### src/core/outsel_pkg.sv
// Constants for the output terminal function select block
package outsel_pkg;
  // ------------------------------------------------------------
  // Register map
  // ------------------------------------------------------------
  localparam logic [11:0] ADDR_FAST_MODE = 12'h000;
  localparam logic [11:0] ADDR_OC_FUNC = 12'h004;
  localparam logic [11:0] ADDR_RELAY_FUNC = 12'h008;
  localparam logic [11:0] ADDR_PULSE_DIV = 12'h00C;
  localparam logic [11:0] ADDR_IRQ_STATUS = 12'h010;
  localparam logic [11:0] ADDR_IRQ_MASK = 12'h014;
  localparam logic [11:0] ADDR_OUT_STATE = 12'h018;
  localparam logic [15:0] FAST_MODE_RESET = 16'h0001;
  localparam logic [15:0] OC_FUNC_RESET = 16'h0000;
  localparam logic [15:0] RELAY_FUNC_RESET = 16'h0002;
  localparam logic FAST_MODE_PULSE = 1'b0;
  // ------------------------------------------------------------
  // Function codes
  // ------------------------------------------------------------
  localparam logic [15:0] FC_NONE = 16'h0000;
  localparam logic [15:0] FC_RUNNING = 16'h0001;
  localparam logic [15:0] FC_FAULT = 16'h0002;
  localparam logic [15:0] FC_LEVEL1 = 16'h0003;
  localparam logic [15:0] FC_FREQ_REACHED = 16'h0004;
  localparam logic [15:0] FC_ZERO_RUN = 16'h0005;
  localparam logic [15:0] FC_MOTOR_OVL = 16'h0006;
  localparam logic [15:0] FC_DRIVE_OVL = 16'h0007;
  localparam logic [15:0] FC_SET_COUNT = 16'h0008;
  localparam logic [15:0] FC_DESIG_COUNT = 16'h0009;
  localparam logic [15:0] FC_LENGTH = 16'h000A;
  localparam logic [15:0] FC_SEQ_DONE = 16'h000B;
  localparam logic [15:0] FC_RUN_TIME = 16'h000C;
  // ------------------------------------------------------------
  // Timing
  // ------------------------------------------------------------
  localparam int CLK_HZ = 20_000_000;
  localparam int SEQ_PULSE_MS = 250;
  localparam int SEQ_PULSE_CYCLES = CLK_HZ / 1000 * SEQ_PULSE_MS;
  localparam int PULSE_MAX_HZ = 100_000;
  // Half period at the top rate, rounded up so the rate never exceeds the limit
  localparam int PULSE_MIN_HALF = (CLK_HZ + 2 * PULSE_MAX_HZ - 1) / (2 * PULSE_MAX_HZ);
  localparam logic [15:0] PULSE_DIV_RESET = 16'(PULSE_MIN_HALF);
endpackage : outsel_pkg

### src/core/output_terminal_function_select.sv
// Output terminal function select with APB register file
//
// Register access over APB and the placing of the registers were chosen for this implementation.
`timescale 1ns/1ns
`default_nettype none
module output_terminal_function_select
  import outsel_pkg::*;
#(
  parameter int SEQ_PULSE_LEN = SEQ_PULSE_CYCLES
) (
  input wire logic pclk,
  input wire logic presetn,
  input wire logic psel,
  input wire logic penable,
  input wire logic pwrite,
  input wire logic [11:0] paddr,
  input wire logic [31:0] pwdata,
  output logic [31:0] prdata,
  output logic pready,
  output logic pslverr,
  input wire logic drive_running,
  input wire logic zero_frequency,
  input wire logic fault_stop,
  input wire logic first_frequency_level_detect,
  input wire logic frequency_reached,
  input wire logic motor_overload_prealarm,
  input wire logic drive_overload_prewarn,
  input wire logic set_count_reached,
  input wire logic designated_count_reached,
  input wire logic length_reached,
  input wire logic step_sequence_cycle_done,
  input wire logic run_time_reached,
  output logic fast_multipurpose_output,
  output logic relay_one_contact,
  output logic irq
);
  // ------------------------------------------------------------
  // Status condition selection
  // ------------------------------------------------------------
  function automatic logic sel_cond(input logic [15:0] code, input logic seq_pulse);
    logic r;
    r = 1'b0;
    unique case (code)
      FC_NONE: r = 1'b0;
      FC_RUNNING: r = drive_running;
      FC_FAULT: r = fault_stop;
      FC_LEVEL1: r = first_frequency_level_detect;
      FC_FREQ_REACHED: r = frequency_reached;
      FC_ZERO_RUN: r = drive_running & zero_frequency;
      FC_MOTOR_OVL: r = motor_overload_prealarm;
      FC_DRIVE_OVL: r = drive_overload_prewarn;
      FC_SET_COUNT: r = set_count_reached;
      FC_DESIG_COUNT: r = designated_count_reached;
      FC_LENGTH: r = length_reached;
      FC_SEQ_DONE: r = seq_pulse;
      FC_RUN_TIME: r = run_time_reached;
      default: r = 1'b0;
    endcase
    return r;
  endfunction : sel_cond

  logic [15:0] fast_mode_q;
  logic [15:0] oc_func_q;
  logic [15:0] relay_func_q;
  logic [15:0] pulse_div_q;
  logic [1:0] irq_status_q;
  logic [1:0] irq_mask_q;
  logic [31:0] prdata_q;
  logic pready_q;
  logic pslverr_q;
  logic fast_out_q;
  logic relay_q;
  logic irq_q;
  logic seq_done_prev_q;
  logic [31:0] seq_cnt_q;
  logic [15:0] pulse_cnt_q;
  logic pulse_lvl_q;

  // ------------------------------------------------------------
  // APB decode
  // ------------------------------------------------------------
  wire setup = psel & ~penable;
  wire access_wr = psel & penable & pwrite & pready_q;
  wire hit_mode = paddr == ADDR_FAST_MODE;
  wire hit_oc = paddr == ADDR_OC_FUNC;
  wire hit_relay = paddr == ADDR_RELAY_FUNC;
  wire hit_div = paddr == ADDR_PULSE_DIV;
  wire hit_ists = paddr == ADDR_IRQ_STATUS;
  wire hit_imask = paddr == ADDR_IRQ_MASK;
  wire hit_state = paddr == ADDR_OUT_STATE;
  wire mapped = hit_mode | hit_oc | hit_relay | hit_div | hit_ists | hit_imask | hit_state;
  wire [31:0] rd_mux = hit_mode ? {16'h0000, fast_mode_q} :
                       hit_oc ? {16'h0000, oc_func_q} :
                       hit_relay ? {16'h0000, relay_func_q} :
                       hit_div ? {16'h0000, pulse_div_q} :
                       hit_ists ? {30'h00000000, irq_status_q} :
                       hit_imask ? {30'h00000000, irq_mask_q} :
                       hit_state ? {30'h00000000, relay_q, fast_out_q} : 32'h00000000;

  // No wait state: answer in the cycle after setup
  always_ff @(posedge pclk or negedge presetn) begin
    if (!presetn) begin
      pready_q <= 1'b0;
      pslverr_q <= 1'b0;
      prdata_q <= 32'h00000000;
    end else begin
      pready_q <= setup;
      pslverr_q <= setup & ~mapped;
      prdata_q <= (setup & ~pwrite) ? rd_mux : 32'h00000000;
    end
  end

  // ------------------------------------------------------------
  // Configuration registers
  // ------------------------------------------------------------
  always_ff @(posedge pclk or negedge presetn) begin
    if (!presetn) begin
      fast_mode_q <= FAST_MODE_RESET;
      oc_func_q <= OC_FUNC_RESET;
      relay_func_q <= RELAY_FUNC_RESET;
      pulse_div_q <= PULSE_DIV_RESET;
      irq_mask_q <= 2'h0;
    end else if (access_wr) begin
      if (hit_mode) fast_mode_q <= {15'h0000, pwdata[0]};
      if (hit_oc) oc_func_q <= pwdata[15:0];
      if (hit_relay) relay_func_q <= pwdata[15:0];
      // Clamp keeps software from pushing the rate over the limit
      if (hit_div) pulse_div_q <= (pwdata[15:0] < PULSE_DIV_RESET) ? PULSE_DIV_RESET
                                                                 : pwdata[15:0];
      if (hit_imask) irq_mask_q <= pwdata[1:0];
    end
  end

  // ------------------------------------------------------------
  // Sequence cycle pulse stretcher
  // ------------------------------------------------------------
  wire seq_rise = step_sequence_cycle_done & ~seq_done_prev_q;
  wire seq_pulse = seq_cnt_q != 32'h00000000;
  always_ff @(posedge pclk or negedge presetn) begin
    if (!presetn) begin
      seq_done_prev_q <= 1'b0;
      seq_cnt_q <= 32'h00000000;
    end else begin
      seq_done_prev_q <= step_sequence_cycle_done;
      if (seq_rise) seq_cnt_q <= 32'(SEQ_PULSE_LEN);
      else if (seq_pulse) seq_cnt_q <= seq_cnt_q - 32'h00000001;
    end
  end

  // ------------------------------------------------------------
  // Pulse generator, half period of pulse_div_q cycles
  // ------------------------------------------------------------
  always_ff @(posedge pclk or negedge presetn) begin
    if (!presetn) begin
      pulse_cnt_q <= 16'h0000;
      pulse_lvl_q <= 1'b0;
    end else if (pulse_cnt_q + 16'h0001 >= pulse_div_q) begin
      pulse_cnt_q <= 16'h0000;
      pulse_lvl_q <= ~pulse_lvl_q;
    end else begin
      pulse_cnt_q <= pulse_cnt_q + 16'h0001;
    end
  end

  // ------------------------------------------------------------
  // Outputs and interrupts
  // ------------------------------------------------------------
  wire oc_cond = sel_cond(oc_func_q, seq_pulse);
  wire relay_cond = sel_cond(relay_func_q, seq_pulse);
  wire fast_d = (fast_mode_q[0] == FAST_MODE_PULSE) ? pulse_lvl_q : oc_cond;
  wire [1:0] rise = {relay_cond & ~relay_q, fast_d & ~fast_out_q};
  wire [1:0] clr = (access_wr & hit_ists) ? pwdata[1:0] : 2'h0;
  always_ff @(posedge pclk or negedge presetn) begin
    if (!presetn) begin
      fast_out_q <= 1'b0;
      relay_q <= 1'b0;
      irq_status_q <= 2'h0;
      irq_q <= 1'b0;
    end else begin
      fast_out_q <= fast_d;
      relay_q <= relay_cond;
      irq_status_q <= (irq_status_q & ~clr) | rise;
      irq_q <= |(irq_status_q & irq_mask_q);
    end
  end

  assign prdata = prdata_q;
  assign pready = pready_q;
  assign pslverr = pslverr_q;
  assign fast_multipurpose_output = fast_out_q;
  assign relay_one_contact = relay_q;
  assign irq = irq_q;
endmodule : output_terminal_function_select
`default_nettype wire

### config.mk
export PLATFORM = sky130hd
export DESIGN_NAME = output_terminal_function_select
export DESIGN_NICKNAME = d
export VERILOG_FILES = /design/src/core/outsel_pkg.sv /design/src/core/output_terminal_function_select.sv
export SDC_FILE = /design/constraint.sdc
export NUM_CORES = 1
export LEC_CHECK = 0
export BUFFER_PORTS_ARGS = -buffer_cell sky130_fd_sc_hd__buf_2
export CAP_MARGIN = 20
export CORE_MARGIN = 3
export CORE_UTILIZATION = 55
export DETAILED_ROUTE_END_ITERATION = 12
export GPL_TIMING_DRIVEN = 0
export HOLD_SLACK_MARGIN = 0.06
export PLACE_DENSITY_LB_ADDON = 0.15
export SLEW_MARGIN = 20
export SYNTH_ARGS = -nofsm -noshare
export SYNTH_HDL_FRONTEND = slang
export SYNTH_SLANG_ARGS = --single-unit
### constraint.sdc
create_clock -name pclk -period 3.3 [get_ports pclk]
set_clock_uncertainty 0.1 [all_clocks]
set_input_delay 0 -clock pclk [delete_from_list [all_inputs] [get_ports pclk]]
set_output_delay 0 -clock pclk [all_outputs]
set_load 0.005 [all_outputs]
==> After elaboration in Yosys (flattened, before gate mapping) <==
Index checks and enable logic that the tools add are counted.
{ "op_classes": {"bitwise": 28, "n_mux": 16, "n_eq_ne": 30, "addsub": 2, "order_cmp": 2, "n_reduce_logical": 9} }
{ "ops": {"columns": ["operator", "count"], "rows": [
  ["16-bit by 4-bit == test with 1-bit output (second input constant)", 10],
  ["16-bit by 3-bit == test with 1-bit output (second input constant)", 8],
  ["16-bit 2-to-1 mux", 7],
  ["16-bit by 2-bit == test with 1-bit output (second input constant)", 4],
  ["32-bit 2-to-1 mux", 2],
  ["12-bit by 5-bit == test with 1-bit output (second input constant)", 3],
  ["16-bit by 1-bit == test with 1-bit output (second input constant)", 2],
  ["32-bit nonzero test", 1],
  ["32-bit by 1-bit subtractor with 32-bit output (second input constant)", 1],
  ["12-bit by 4-bit == test with 1-bit output (second input constant)", 2],
  ["1-bit one-hot mux with 12 select lines", 2],
  ["16-bit by 1-bit adder with 16-bit output (second input constant)", 1],
  ["16-bit >= comparator", 1],
  ["16-bit by 7-bit < comparator with 1-bit output (second input constant)", 1],
  ["12-bit by 3-bit == test with 1-bit output (second input constant)", 1],
  ["12-bit logical NOT", 1],
  ["1-bit AND", 11],
  ["2-bit AND reduction", 5],
  ["2-bit 2-to-1 mux", 4],
  ["1-bit inverter", 7],
  ["1-bit bitwise OR", 6],
  ["2-bit AND", 2],
  ["2-bit inverter", 1],
  ["2-bit bitwise OR", 1],
  ["3 further kinds", 3]
]} }
{ "word_totals": {"wordCells": 103, "reg_bits": 124} }

==> Depth between registers and ports, before layout <==
{ "depth": {"depth_word": 9, "mapped_depth": 13} }

==> Worst setup path before layout <==
Ideal clock, no wire load.
{ "synth_path": {"path_type": "flip-flop to flip-flop", "from": "register pulse_cnt_q[0]", "to": "register pulse_lvl_q", "t_arrival_ns": 2.665, "path_stages_with_launch": 13, "setup_time_ns": 0.131, "path_slack_ns": 0.403, "path_buffers": 1, "period_less_slack_ns": 2.897, "cell_sequence": "dfrtp_1 > ha_1 > nand2_1 > or2_2 > xnor2_1 > ha_1 > nand4_1 > nor2_1 > or3_1 > a221oi_1 > o21ai_1 > clkbuf_1 > xnor2_1"} }
{ "synth_between": {"elab_chain_len": 2} }
{ "synth_lines": {"columns": ["element", "line", "source"], "rows": [
  ["from (decl)", "output_terminal_function_select.sv:76", "logic [15:0] pulse_cnt_q;"],
  ["from (signal assigned)", "output_terminal_function_select.sv:161", "pulse_cnt_q <= pulse_cnt_q + 16'h0001;"],
  ["16-bit by 1-bit adder with 16-bit output", "output_terminal_function_select.sv:157", "end else if (pulse_cnt_q + 16'h0001 >= pulse_div_q) begin"],
  ["16-bit >= comparator", "output_terminal_function_select.sv:157", null],
  ["to (signal assigned)", "output_terminal_function_select.sv:159", "pulse_lvl_q <= ~pulse_lvl_q;"],
  ["to (decl)", "output_terminal_function_select.sv:77", "logic pulse_lvl_q;"]
]} }
Every way passes these cells.
A chain may end at the register's enable or synchronous reset.

==> Worst setup path after layout <==
{ "layout_path": {"from": "input port paddr[10]", "to": "register prdata_q[8], in the netlist prdata[8]"} }
{ "layout_between": {"elab_chain_len": 6} }
{ "layout_lines": {"columns": ["element", "line", "source"], "rows": [
  ["from (decl)", "output_terminal_function_select.sv:16", "input wire logic [11:0] paddr,"],
  ["12-bit by 4-bit == test with 1-bit output", "output_terminal_function_select.sv:87", "wire hit_div = paddr == ADDR_PULSE_DIV;"],
  ["16-bit 2-to-1 mux", "output_terminal_function_select.sv:95", "hit_div ? {16'h0000, pulse_div_q} :"],
  ["16-bit 2-to-1 mux", "output_terminal_function_select.sv:94", "hit_relay ? {16'h0000, relay_func_q} :"],
  ["16-bit 2-to-1 mux", "output_terminal_function_select.sv:93", "hit_oc ? {16'h0000, oc_func_q} :"],
  ["16-bit 2-to-1 mux *", "output_terminal_function_select.sv:92", "wire [31:0] rd_mux = hit_mode ? {16'h0000, fast_mode_q} :"],
  ["16-bit 2-to-1 mux *", "output_terminal_function_select.sv:109", "prdata_q <= (setup & ~pwrite) ? rd_mux : 32'h00000000;"],
  ["to (signal assigned)", "output_terminal_function_select.sv:109", null],
  ["to (decl)", "output_terminal_function_select.sv:68", "logic [31:0] prdata_q;"]
]} }
Mark *: on every way between the ends. The rest lies on a longest branch, timed or not.

==> run metrics <==
pin count of the biggest net entering global routing 85; GRT Util Overall around a quarter; Synth Register Bits between 100 and 150; main flop type after synthesis dfrtp_1; Tmin final around 3.1 ns; CP arrival 3.39 ns; Starting Density ~57%; IO Count 98; RePlAce Congestion around 0.86; initial antenna violation count 0; crit path kind in -> reg; final core occ a little over two thirds; first-pass GRT wire length about 27 mm; crit start category input pin; final period utilization 95.2%; Core ar. between 10,000 and 15,000 um2; row count 39; final non-filler cell total a little over 900; Die Wd ~110 um; TritonCTS clock tree done; HP Class in -> reg; clk_lat worst skew about 0.42 ns; Fin Hold WS about 0.083 ns; Yosys top cell by area dfrtp_1; clock power share about 50%; routed vias 5,253; Setup crit end kind flop; CP max FO 10; Slew Limit Fails 0; number of global-route vias before repair ~5,300; CTS Sinks 124; WL final approximately 16 mm; Post-synth ARST share between 90% and 100%; ranking of synthesized cells by area dfrtp_1 (46%), mux2_2 (8.6%), ha_1 (3.6%), xor2_1 (3.4%), nor2_1 (3.3%); RSZ-0062 raised after global routing no; Detailed Route Iter0 Violations 342; outcome complete, no violations; drt pass-1 iters 5; Flop pwr share between 30% and 40%; H-Tree Depth 4; GRT overflow 0; PD cells ~510 nW/um2; Yosys top cell area share a little under half; Leakage 3.90 nW; n_diodes 0; synth unique cells 57; Routed WL per cell 17.6 um; area added between synthesis and finish 24.5%; die height 115 um; Int Power about 3.2 mW; EDFF count, synth 0; Slew @ Worst Pin 0.593 ns; DP HPWL roughly 11 mm; clock root buffer clkbuf_16; Placed Area just over 7000 um2; postcts setup bufs 0; Die Area around 13,000 um2; sequential area share after synthesis between 40% and 50%; # setup viols final 0; Sw Ratio between 20% and 30%; P_sw 975 uW; synthesized area 6520 um2; Mean Syn Cell Area 10.2 um2; Placed Cells incl. Taps around 860; fmax between 0.3 and 0.4 GHz; drc violations 0; Gate power share 9.8%; number of cells on the worst hold path 5; Max-slew headroom 60.5%; nets@finish roughly 850; number of warnings issued by yosys 0; total power roughly 4.2 mW; antenna-violating nets left 0; Synth Instances about 640; Post-synth top cells dfrtp_1 (119), nor2_1 (57), mux2_2 (50); Worst EP required 3.54 ns; cts bufs inserted 17; routed vias/inst about 5.7; Clock Tree Buf Depth 2; Clock transition at path regs roughly 0.06 ns; share of cells above drive strength 1 between 20% and 30%; most frequent cell after synthesis dfrtp_1; final hold violation count 0; R2R cell count 11; Max-Cap Viols 0; Final Cell Area just over 8000 um2; IO buf count 64; peak supply drop between 0.0003 and 0.0004 V
worst paths after layout:
kind,startpoint,end,slack [ns]
max,paddr[10],prdata[8]$_DFF_PN0_,0.16
min,designated_count_reached,relay_one_contact$_DFF_PN0_,0.08
max reg2reg,pulse_cnt_q[0]$_DFF_PN0_,pulse_lvl_q$_DFFE_PN0P_,0.23
min reg2reg,pulse_div_q[5]$_DFFE_PN1P_,pulse_div_q[5]$_DFFE_PN1P_,0.41
max in group asynchronous,presetn,pulse_div_q[2]$_DFFE_PN1P_,2.08
min in group asynchronous,presetn,relay_func_q[1]$_DFFE_PN1P_,0.56
layout by cell type (no fill, tap or decap), types with 19 or more instances in the layout:
| cell type | n |
|---|---|
| inv_1 | 27 |
| o21ai_0 | 22 |
| nor2_1 | 57 |
| nor2b_1 | 22 |
| nand3_1 | 24 |
| clkbuf_1 | 24 |
| nor3_1 | 23 |
| xor2_1 | 25 |
| buf_2 | 67 |
| nand2_1 | 35 |
| dlygate4sd3_1 | 30 |
| ha_1 | 19 |
| dfrtp_1 | 119 |
| mux2_2 | 50 |
state kept, by name (all words and copies together), names as in the netlist:
signal,count
relay_one_contact,1
fast_mode_q,1
seq_cnt_q,32
prdata,16
pulse_lvl_q,1
seq_done_prev_q,1
oc_func_q,16
irq_mask_q,2
fast_multipurpose_output,1
pready,1
pulse_div_q,16
pslverr,1
pulse_cnt_q,16
irq,1
relay_func_q,16
irq_status_q,2
worst max-delay path, stage by stage:
cell           delay [ns]
dlygate4sd3_1        0.56
buf_2                0.13
nor2_1               0.08
dlygate4sd3_1        0.57
nand3_1              0.11
dlygate4sd3_1        0.63
or3_1                0.40
or3_1                0.32
clkbuf_1             0.21
buf_2                0.23
nor2_1               0.14
routing by layer:
metal | track usage (%) | share of wire [%] | up-vias
met3 | 5.84 | 5.6 | 27
met4 | 9.39 | 1.9 | 0
met1 | 35.0 | 44 | 2582
li1 | - | - | 2485
met2 | 42.0 | 48 | 159
met5 | 0 | 0 | -
cells by family after synthesis:
logic type	synth area share, %
DFF	47.7
adders and majority gates	3.65
other	0.0575
xor gates and xnor gates	5.24
and+or+nand+nor	19.3
buffers and inverters	5.59
AOI/OAI and AO/OA	8.12
muxes	10.3
repair_timing:
action	4_1_cts	5_1_grt
endpoints found under the hold margin	188	0
setup endpoints to repair	10	27
hold buffers	31	0
gates resized for setup	1	5
through the flow:
step	setup WS (ns)	setup TNS, ns
floorplan	0.403	0
CTS	0.157	0
finish	0.157	0
detailed placement	-0.108	-0.870
global placement	-0.0804	-0.523
global route	0.0181	0
final cells by class:
| class | count | area [um2] |
|---|---|---|
| buffer | 48 | 260 |
| clock buffer | 20 | 457 |
| tap | 143 | 179 |
| sequential | 124 | 3110 |
| fill | 850 | 3400 |
| clock inverter | 12 | 216 |
| inverter | 27 | 101 |
| multi-input combinational | 451 | 3120 |
| timing repair buffer | 96 | 674 |
power groups by stage:
stage	combinational (mW)	clock, mW	sequential (mW)
2_1_floorplan	0.238	0	1.63
3_3_place_gp	0.358	0	1.63
3_5_place_dp	0.373	0	1.64
4_1_cts	0.407	2.16	1.62
5_1_grt	0.454	2.23	1.62
6_report	0.409	2.14	1.62
Note: power is estimated with default switching activity, not from simulation.
